### src/verilog/mem_space_consts.vh
// Memory map, configuration field and timing constants for the decoder
`ifndef MEM_SPACE_CONSTS_VH
`define MEM_SPACE_CONSTS_VH
`define GP_RAM_LAST 8'hff
`define UPPER_BASE 8'h80
`define BIT_RAM_BASE 8'h20
`define MEMORY_CONFIG_ADDR 8'haf
`define MEMORY_CONFIG_RESET 8'h00
`define EXTENDED_RAM_ENABLE_LSB 0
`define EXTENDED_RAM_ENABLE_MSB 1
`define EXTENDED_RAM_ENABLE_ON 2'h1
`define EXTENDED_RAM_LAST 16'h00ff
`define CODE_LAST 16'h3fff
// Addressing modes
`define MODE_IMMEDIATE 3'h0
`define MODE_PTR_LOAD 3'h1
`define MODE_DIRECT 3'h2
`define MODE_REGISTER 3'h3
`define MODE_INDIRECT 3'h4
`define MODE_EXT_DIRECT 3'h5
`define MODE_EXT_INDIRECT 3'h6
`define MODE_CODE_DATA_POINTER 3'h7
`define MODE_CODE_PC 4'h8
`define MODE_INDEX_JUMP 4'h9
`define MODE_BIT 4'ha
// Target spaces
`define SPACE_NONE 3'h0
`define SPACE_RAM 3'h1
`define SPACE_SFR 3'h2
`define SPACE_EXTENDED_RAM 3'h3
`define SPACE_CODE 3'h4
// Instruction bytes and core cycles
`define LEN_1 2'h1
`define LEN_2 2'h2
`define LEN_3 2'h3
`define CYC_1 4'h1
`define CYC_2 4'h2
`define CYC_3 4'h3
`define CYC_4 4'h4
`endif

### src/verilog/memory_space_addressing_decoder.v
// Address space and addressing mode decoder for the 8-bit core
//
// Operation
// - General RAM holds 256 bytes, 0x00 to 0xFF, register banks inside.
// - Addresses 0x00-0x7F reach the same RAM directly or indirectly.
// - Direct 0x80-0xFF goes to special function registers only.
// - Indirect 0x80-0xFF reaches upper RAM, never a special register.
// - Bit addresses 0x00-0x7F map to bits of RAM bytes 0x20-0x2F.
// - Bits of bit-addressable special registers can be set, cleared, tested.
// - Extended RAM 256 bytes at 0x0000-0x00FF, extended moves only.
// - Writing 01 to bits 1:0 of register 0xAF enables extended RAM.
// - Extended moves allowed when either enable bit is one.
// - Code and constants live in 16 kbyte flash, read code-indexed.
// - Extended direct uses data pointer; 1 byte, 4 cycles.
// - Extended indirect uses index register; 1 byte, 4 cycles.
// - Code reads fetch A plus data pointer or program counter; 4 cycles.
// - Mode timing: immediate, pointer load, direct, register, indirect, jump.
// - Most instructions take one or two cycles, 4 instruction_rate peak.
// - Add register is 1 byte 1 cycle; add indirect 1 byte 2 cycles.
`timescale 1ns/1ps
`include "mem_space_consts.vh"
module memory_space_addressing_decoder #(
  parameter ADDR_W = 16
) (
  input wire i_clk,
  input wire i_nrst,
  input wire i_req,
  input wire [3:0] i_mode,
  input wire [7:0] i_addr,
  input wire [7:0] i_index_register,
  input wire [15:0] i_data_pointer,
  input wire [15:0] i_program_counter,
  input wire [7:0] i_accumulator,
  input wire i_sfr_wr,
  input wire [7:0] i_sfr_wdata,
  output reg o_valid,
  output reg [2:0] o_space,
  output reg [ADDR_W-1:0] o_addr,
  output reg [2:0] o_bit_pos,
  output reg o_bit_access,
  output reg [1:0] o_len,
  output reg [3:0] o_cycles,
  output reg o_fault,
  output reg [7:0] o_memory_config
);

  // Address into the flash for a code-indexed read, wrapped to 16 kbyte
  function [15:0] code_addr;
    input [15:0] base;
    input [7:0] acc;
    begin
      code_addr = (base + {8'h00, acc}) & `CODE_LAST;
    end
  endfunction

  reg [2:0] next_space;
  reg [15:0] next_addr;
  reg [2:0] next_bit_pos;
  reg next_bit_access;
  reg [1:0] next_len;
  reg [3:0] next_cycles;
  reg next_fault;
  wire extended_ram_enable_field;

  // Either enable bit grants extended moves
  assign extended_ram_enable_field = |o_memory_config[`EXTENDED_RAM_ENABLE_MSB:
                                              `EXTENDED_RAM_ENABLE_LSB];

  // Configuration register at its special function address
  always @(posedge i_clk) begin
    if (!i_nrst) begin
      o_memory_config <= `MEMORY_CONFIG_RESET;
    end else if (i_sfr_wr && i_addr == `MEMORY_CONFIG_ADDR) begin
      o_memory_config <= i_sfr_wdata;
    end
  end

  // Decode the target space, address, length and cycle count
  always @* begin
    next_space = `SPACE_NONE;
    next_addr = 16'h0000;
    next_bit_pos = 3'h0;
    next_bit_access = 1'b0;
    next_len = `LEN_1;
    next_cycles = `CYC_1;
    next_fault = 1'b0;
    case (i_mode)
      {1'b0, `MODE_IMMEDIATE}: begin
        next_len = `LEN_2;
        next_cycles = `CYC_2;
      end
      {1'b0, `MODE_PTR_LOAD}: begin
        next_len = `LEN_3;
        next_cycles = `CYC_3;
      end
      {1'b0, `MODE_DIRECT}: begin
        next_addr = {8'h00, i_addr};
        next_len = `LEN_2;
        next_cycles = `CYC_2;
        if (i_addr >= `UPPER_BASE) begin
          next_space = `SPACE_SFR;
        end else begin
          next_space = `SPACE_RAM;
        end
      end
      {1'b0, `MODE_REGISTER}: begin
        // Bank register lives in the low RAM bytes
        next_space = `SPACE_RAM;
        next_addr = {11'h000, i_addr[4:0]};
        next_len = `LEN_1;
        next_cycles = `CYC_1;
      end
      {1'b0, `MODE_INDIRECT}: begin
        next_space = `SPACE_RAM;
        next_addr = {8'h00, i_index_register};
        next_len = `LEN_1;
        next_cycles = `CYC_2;
      end
      {1'b0, `MODE_EXT_DIRECT}: begin
        next_len = `LEN_1;
        next_cycles = `CYC_4;
        next_addr = i_data_pointer;
        if (extended_ram_enable_field && i_data_pointer <= `EXTENDED_RAM_LAST) begin
          next_space = `SPACE_EXTENDED_RAM;
        end else begin
          next_fault = 1'b1; // No external data memory
        end
      end
      {1'b0, `MODE_EXT_INDIRECT}: begin
        next_len = `LEN_1;
        next_cycles = `CYC_4;
        next_addr = {8'h00, i_index_register};
        if (extended_ram_enable_field) begin
          next_space = `SPACE_EXTENDED_RAM;
        end else begin
          next_fault = 1'b1;
        end
      end
      {1'b0, `MODE_CODE_DATA_POINTER}: begin
        next_space = `SPACE_CODE;
        next_addr = code_addr(i_data_pointer, i_accumulator);
        next_cycles = `CYC_4;
      end
      `MODE_CODE_PC: begin
        next_space = `SPACE_CODE;
        next_addr = code_addr(i_program_counter, i_accumulator);
        next_cycles = `CYC_4;
      end
      `MODE_INDEX_JUMP: begin
        next_space = `SPACE_CODE;
        next_addr = code_addr(i_data_pointer, i_accumulator);
        next_cycles = `CYC_3;
      end
      `MODE_BIT: begin
        next_bit_access = 1'b1;
        next_len = `LEN_2;
        next_cycles = `CYC_2;
        next_bit_pos = i_addr[2:0];
        if (i_addr < `UPPER_BASE) begin
          next_space = `SPACE_RAM;
          next_addr = {8'h00, `BIT_RAM_BASE + {4'h0, i_addr[6:3]}};
        end else begin
          next_space = `SPACE_SFR;
          next_addr = {8'h00, i_addr[7:3], 3'h0};
        end
      end
      default: begin
        next_fault = 1'b1;
      end
    endcase
  end

  // Register the decode result
  always @(posedge i_clk) begin
    if (!i_nrst) begin
      o_valid <= 1'b0;
      o_space <= `SPACE_NONE;
      o_addr <= {ADDR_W{1'b0}};
      o_bit_pos <= 3'h0;
      o_bit_access <= 1'b0;
      o_len <= 2'h0;
      o_cycles <= 4'h0;
      o_fault <= 1'b0;
    end else begin
      o_valid <= i_req;
      if (i_req) begin
        o_space <= next_space;
        o_addr <= next_addr[ADDR_W-1:0];
        o_bit_pos <= next_bit_pos;
        o_bit_access <= next_bit_access;
        o_len <= next_len;
        o_cycles <= next_cycles;
        o_fault <= next_fault;
      end
    end
  end

endmodule // memory_space_addressing_decoder

### config.mk
export PLATFORM = sky130hd
export DESIGN_NAME = memory_space_addressing_decoder
export DESIGN_NICKNAME = d
export VERILOG_FILES = /design/src/verilog/memory_space_addressing_decoder.v
export VERILOG_INCLUDE_DIRS = /design/src /design/src/verilog
export SDC_FILE = /design/constraint.sdc
export NUM_CORES = 1
export LEC_CHECK = 0
export ABC_AREA = 1
export BUFFER_PORTS_ARGS = -buffer_cell sky130_fd_sc_hd__buf_2
export CORE_ASPECT_RATIO = 0.9
export CORE_MARGIN = 5
export CORE_UTILIZATION = 48
export DETAILED_ROUTE_END_ITERATION = 10
export GPL_ROUTABILITY_DRIVEN = 0
export PLACE_DENSITY = 0.81
export RECOVER_POWER = 25
export SETUP_SLACK_MARGIN = 0.3
export SLEW_MARGIN = 20
export SYNTH_ARGS = -nofsm -noshare
export SYNTH_HDL_FRONTEND = slang
export SYNTH_SLANG_ARGS = --single-unit
### constraint.sdc
create_clock -name i_clk -period 2.62 [get_ports i_clk]
set_input_delay 0 -clock i_clk [delete_from_list [all_inputs] [get_ports i_clk]]
set_output_delay 0 -clock i_clk [all_outputs]
set_load 0.02 [all_outputs]
==> run_results.csv, run 1 <==
group,metric,value,unit
run_status,status,"completed",
route,post-route-drc-count,0,
critical_path,worst-path-max-fanout,7,
grt,antenna_found_initial,0,
place,dpl.hpwl,6.426,mm
layout,diodes,0,
synth,ys_types,35,
power,power.share.clock,32.8,%
critical_path,crit_path_end_kind,"flip-flop",
clocking,clkSinkCount,38,
route,first_pass_iters,5,
critical_path,cp.required,2.77,ns
clocking,cts_tree,"built",
synth,synth_fa_ha_area_share,5.695,%
die,core,5192,um2
synth,synth_top_cell_by_area,"dfxtp_1",
critical_path,crit_type,"in2reg",
layout,final_area,3261,um2
synth,synth-compound-area-share,22.39,%
grt,grt-ovfl-total,0,
die,die_w,86.81,um
grt,grt_use_total,23.40,%
layout,drive_gt1_share,25.49,%
timing,maxSlewHeadroom,50.75,%
synth,muxShareOfSynthArea,0,%
synth,synth_common_cells,"nand2_1 (110), inv_1 (47), a21oi_1 (45)",
synth,ys.flop_type,"dfxtp_1",
timing,finalCriticalPeriod,2.167,ns
synth,synth_most_common_cell,"nand2_1",
synth,avgSynthCellArea,6.420,um2
timing,finalHoldViolCount,0,
synth,ys_warn_count,0,
layout,multi_input_area,1521,um2
grt,grt_pass1_vias,2784,
grt,grt_max_degree,26,
route,via_count,3034,
critical_path,cp.arrival,2.31,ns
clocking,htree_num_levels,2,
timing,drv_slew,0,
synth,synth_top_family_by_area,"simple AND/OR/NAND/NOR gates",
power,ir_worst_vdd,425.2,uV
synth,syn_area,2549,um2
synth,synth_edf_count,0,
timing,rsz0062_at_grt,"no",
power,cellInternalPower,1.024,mW
power,p_comb_share,26.1,%
power,swShare,30.69,%
timing,setup_viol,0,
clocking,path_clk_slew,0.07,ns
critical_path,critPathLaunchType,"input port",
synth,ys_ff_latch,38,
synth,synth-xor-area-share,0.6873,%
die,dieHeight,79.13,um
layout,synthToLayoutAreaGrowth,27.93,%
route,wl_per_cell,13.99,um
place,port_buffers,107,
die,start_util,49.08,%
timing,clock.fmax,461.5,MHz
power,power_switching,453.3,uW
synth,synthArstFlopShare,0,%
die,dieArea,6869,um2
power,seqPwrFrac,41.1,%
synth,synth_top_area_share,29.85,%
job,maxCapViolations,0,
synth,synthCells,397,
timing,fin_tns_setup,0,ns
synth,synth_area_leaders,"dfxtp_1 (30%), nand2_1 (16%), a21oi_1 (8.8%), o21ai_0 (7.3%), inv_1 (6.9%)",
min_path,hp-class,"in2reg",
clocking,clock_latency,0.29,ns
layout,fin_nets,588,
power,p_per_area,453.0,nW/um2
route,vias_per_cell,5.295,
clocking,cts-root-buf,"clkbuf_8",
grt,grt_pass1_wl,12.78,mm
timing,worst_pin_slew,0.7387,ns
clocking,cts_setup_buffers,0,
timing,skew,0.005527,ns
clocking,cts_made_buffers,5,
route,first_iter_violations,254,
synth,synth_fp_nets,480,
die,io_pins,111,
synth,synth-seq-area-share,29.85,%
clocking,clk_path_buf_depth,2,
route,ant_nets,0,
layout,regArea,760.7,um2
die,row_count,25,
timing,final.period_utilization,82.70,%
layout,nFillCells,534,
power,p_leak,1.626,nW
synth,synthSimpleGateAreaFrac,30.78,%
place,dpl_cell_area,3112,um2
route,wl,8.016,mm
[final timing paths]
check	from	endpoint	slack, ns	cells after the start
hold reg to reg	o_memory_config[7]	o_memory_config[7]	0.44	2
setup / recovery	i_mode[0]	o_addr[12]	0.45	14
hold / removal	i_sfr_wdata[5]	o_memory_config[5]	0.003	3
setup reg to reg	o_memory_config[1]	o_space[1]	1.42	6
[metrics by stage]
step / utilization (%) / std cells / setup slack [ns] / total power [mW] / hold slack [ns]
finish: 62.80 / 573 / 0.4532 / 1.477 / 0.003039
global route: 62.80 / 573 / 0.1951 / 1.563 / 0.005956
CTS: 63.18 / 573 / 0.4630 / 1.479 / 0.0009363
detailed placement: 59.93 / 559 / 0.1720 / 0.9934 / 0.2719
global placement: 59.93 / 559 / 0.2538 / 0.9854 / 0.2678
floorplan: - / 397 / 0.3359 / 0.8608 / 0.1429
[kinds of logic (layout without fill, tap and decap cells)]
logic type	after synthesis	after routing
xor+xnor	2	2
other cells	1	1
simple gates	175	175
buf+inv	66	175
flops	38	38
compound gates	104	104
fa+ha+maj	11	11
[critical path: stages]
cell and delay (ns):
clkbuf_1 0.28, nand2_2 0.14, nor2_2 0.17, nor2_2 0.08, o21ai_0 0.15, ha_1 0.19, inv_1 0.06, fa_1 0.40
o21ai_1 0.25, a21oi_1 0.18, nor2_4 0.16, nand3_1 0.08, nand3_1 0.11, a21oi_1 0.06
[final cells by class]
type / count / area share (%)
sequential: 38 / 23.33
multi-input combinational: 293 / 46.66
clock buffer: 5 / 2.111
timing repair buffer: 115 / 18.11
clock inverter: 3 / 1.228
tap: 67 / 2.571
inverter: 52 / 5.986
[metal layers]
metal	part of all wire (%)	routed length (um)	vias up	GRT usage, %
li1	-	-	1512	-
met1	42	3342	1341	29.85
met2	44	3538	153	35.96
met3	11	854	28	7.365
met4	3.5	280	0	10.28
met5	0	0	-	0
[power groups by stage]
stage	logic [mW]	clock network [mW]	registers [mW]
after global routing	0.428	0.526	0.609
final	0.386	0.484	0.607
after global placement	0.366	0	0.619
after CTS	0.382	0.490	0.607
after floorplan	0.218	0	0.643
after detailed placement	0.373	0	0.620
[timing repair]
| item | 4_1_cts | 5_1_grt |
|---|---|---|
| endpoints found under the hold margin | 6 | 0 |
| hold buffers | 6 | 0 |
| endpoints found under the setup margin | 0 | 3 |
| gates resized for setup | 0 | 1 |
[registers in the layout (all words and copies together) (netlist names)]
name	flops
o_addr	16
o_memory_config	8
o_bit_pos	3
o_cycles	3
o_space	3
o_len	2
o_bit_access	1
o_fault	1
o_valid	1
[layout by cell type, fill, tap and decap left out]
master / count
a22oi_1: 7
o21ai_2: 1
nor2_2: 4
nand3_1: 18
nor4_1: 3
or2_0: 1
dlygate4sd3_1: 6
buf_2: 91
clkinv_2: 2
nand2_1: 110
fa_1: 1
conb_1: 1
buf_4: 2
ha_1: 10
o211ai_1: 5
a21oi_1: 45
clkbuf_1: 16
nand2_4: 3
nand2_2: 8
nand3b_1: 2
bufinv_16: 1
or2_2: 3
o22ai_1: 1
clkbuf_8: 5
and2_4: 1
o21ai_0: 36
nor2_1: 16
xnor2_1: 1
xor2_1: 1
inv_2: 5
inv_1: 47
nor2_4: 2
nand4_1: 2
nor3_1: 2
dfxtp_1: 38
o221a_2: 1
o21ai_1: 2
a211oi_1: 1
a31oi_1: 5
Power figures use the tool's default switching activity.
==> inputs of run 2 (changes only) <==
--- a/config.mk
+++ b/config.mk
@@ -10,10 +10,10 @@
 export BUFFER_PORTS_ARGS = -buffer_cell sky130_fd_sc_hd__buf_2
 export CORE_ASPECT_RATIO = 0.9
 export CORE_MARGIN = 5
-export CORE_UTILIZATION = 48
+export CORE_UTILIZATION = 43
 export DETAILED_ROUTE_END_ITERATION = 10
 export GPL_ROUTABILITY_DRIVEN = 0
-export PLACE_DENSITY = 0.81
+export PLACE_DENSITY = 0.76
 export RECOVER_POWER = 25
 export SETUP_SLACK_MARGIN = 0.3
 export SLEW_MARGIN = 20
==> constraint.sdc (replaced) <==
create_clock -name i_clk -period 1.78 [get_ports i_clk]
set_input_delay 0 -clock i_clk [delete_from_list [all_inputs] [get_ports i_clk]]
set_output_delay 0 -clock i_clk [all_outputs]
set_load 0.02 [all_outputs]
==> run 2 against run 1 <==
  * Global-route usage is essentially flat
  * Utilization grew 6.9 points
  * Count of clock-buffer cells in the layout grew 1
  * Highest routed layer unchanged
  * Clock skew grew 0.0024 ns
  * Clock power grew 28%
  * Power grew 59%
  * Sequential share of layout area shrank 4.3 points
  * Die area grew 10%
  * Wire length grew 18%
==> run_results.csv, run 2 (synthesis results as in run 1) <==
group,metric,value,unit
timing,finalHoldViolCount,0,
run_status,status,"completed",
min_path,hold_start,"i_sfr_wdata[4]",
timing,skew,0.007893,ns
timing,final.period_utilization,97.60,%
min_path,min_to,"o_memory_config[4]",
route,top_layer,"met4",
critical_path,cp.required,1.98,ns
die,dieHeight,83.04,um
critical_path,worst-path-max-fanout,6,
critical_path,worstPathCellList,"buf_12 -> inv_4 -> nand2_4 -> nor2_4 -> nor2_4 -> nand2_2 -> o21ai_2 -> ha_2 -> inv_2 -> fa_2 -> o21ai_4 -> nand2_2 -> a31oi_4 -> nand2_1 -> nand2_1 -> o21ai_1 -> nand2_1 -> inv_1",
route,vias_per_cell,5.210,
job,maxCapViolations,0,
critical_path,cp.arrival,1.94,ns
timing,finalCriticalPeriod,1.737,ns
clocking,htree_num_levels,2,
route,wl_per_cell,15.19,um
min_path,hp-class,"in2reg",
critical_path,crit_cells,18,
layout,layout_common_cells,"buf_2 (103), nand2_1 (97), inv_1 (45), buf_4 (44), dfxtp_1 (38)",
place,dpl.hpwl,6.908,mm
route,wl,9.477,mm
critical_path,critPathLaunchType,"input port",
clocking,clkSinkCount,38,
grt,grt_pass1_vias,3148,
route,post-route-drc-count,0,
route,met1Wirelength,3.772,mm
layout,nFillCells,486,
die,io_pins,111,
layout,multi_input_area,1798,um2
timing,maxSlewHeadroom,53.82,%
die,start_util,44.51,%
layout,synthToLayoutAreaGrowth,56.60,%
route,first_pass_iters,4,
grt,grt-ovfl-total,0,
die,row_count,26,
critical_path,critPathSlowestCell,"fa_2",
clocking,cts-root-buf,"clkbuf_8",
critical_path,cp_num_buf_inv,4,
route,route.met3.wl,834,um
place,port_buffers,107,
timing,hold_ws,0.0008092,ns
power,power,2.352,mW
grt,grt_use_total,23.44,%
grt,grt_max_degree,25,
critical_path,regToRegEndpoint,"o_space[1]",
clocking,path_clk_slew,0.08,ns
critical_path,regToRegSetupSlack,0.66,ns
power,ir_worst_vdd,526.2,uV
layout,drive_gt1_share,42.60,%
route,ant_nets,0,
critical_path,r2r_cells,6,
layout,largest_reg_flops,16,
die,dieArea,7569,um2
min_path,whs_path_depth,3,
timing,drv_slew,0,
layout,diodes,0,
critical_path,crit_type,"in2reg",
timing,rsz0062_at_grt,"yes",
clocking,cts_tree,"built",
critical_path,reg2reg_from,"o_memory_config[1]",
layout,layout_commonest_cell,"buf_2",
clocking,clock_latency,0.29,ns
clocking,clk_path_buf_depth,2,
critical_path,critical_path.max_stage_delay,0.36,ns
layout,regArea,760.7,um2
critical_path,crit_path_end_kind,"flip-flop",
timing,setup_viol,0,
layout,post-route-util,69.71,%
clocking,cts_made_buffers,5,
layout,fin_nets,636,
route,wl_met2,4.658,mm
grt,antenna_found_initial,0,
route,via_count,3251,
grt,grt_pass1_wl,14.66,mm
layout,largest-register,"o_addr",
power,p_per_area,589.3,nW/um2
timing,clock.fmax,575.6,MHz
timing,worst_pin_slew,0.6919,ns
critical_path,cpLargestDelayFamily,"simple AND/OR/NAND/NOR gates",
die,die_w,91.15,um
die,core,5725,um2
critical_path,path_common_cell,"nand2_1",
route,first_iter_violations,285,
power,p_leak,1.990,nW
layout,reg_top3,"o_addr: 16 flops, o_memory_config: 8 flops",
-- run 2: worst max path at each step --
| stage | end | slack, ns | start |
|---|---|---|---|
| after global routing | o_addr[9] | -0.09 | i_mode[3] |
| after global placement | o_addr[10] | -0.28 | i_mode[0] |
| final | o_addr[6] | 0.04 | i_mode[2] |
| after floorplan | o_addr[6] | -0.27 | i_mode[1] |
| after detailed placement | o_addr[6] | -0.37 | i_mode[1] |
| after CTS | o_addr[6] | 0.07 | i_mode[3] |
-- run 2: worst reg2reg max path: cells and delay by family (launching register included) --
family | cells | cell delay, ns
buffers and inverters | 1 | 0.09
DFF | 1 | 0.31
and+or+nand+nor | 2 | 0.24
AOI/OAI and AO/OA | 3 | 0.34
-- run 2: final cells by class --
type                            instances  share of cell area [%]
Timing Repair Buffer                  163                   26.05
Clock inverter                          2                  0.3135
Inverter                               52                   5.266
Multi-Input combinational cell        293                   45.05
Sequential cell                        38                   19.06
Clock buffer                            6                   2.069
Tap cell                               70                   2.194
-- run 2: metrics by stage --
step / setup WS (ns) / TNS, ns / cell area [um2] / instances
after floorplan: -0.2654 / -0.9375 / 2643 / 397
after global placement: -0.2776 / -2.698 / 3416 / 593
after detailed placement: -0.3712 / -3.545 / 3416 / 593
after CTS: 0.06838 / 0 / 3816 / 617
after global routing: -0.09079 / -0.5140 / 3991 / 624
final: 0.04272 / 0 / 3991 / 624
-- run 2: routing by layer --
layer,GRT usage (%),vias to the layer above
met2,38.99,151
met5,0,-
li1,-,1614
met4,8.800,0
met3,6.691,20
met1,28.52,1466
-- run 2: report_power, final --
| group | total (mW) | internal [mW] | switching, mW |
|---|---|---|---|
| Sequential | 0.894 | 0.878 | 0.0152 |
| Clock | 0.621 | 0.311 | 0.310 |
| Combinational | 0.838 | 0.375 | 0.462 |
| Total | 2.35 | 1.56 | 0.787 |
-- run 2: repair_timing --
item,CTS,global route
hold buffers,10,0
hold endpoints to repair,10,0
pin swaps,24,16
gates resized for setup,44,32
endpoints found under the setup margin,13,23
buffers inserted,6,7
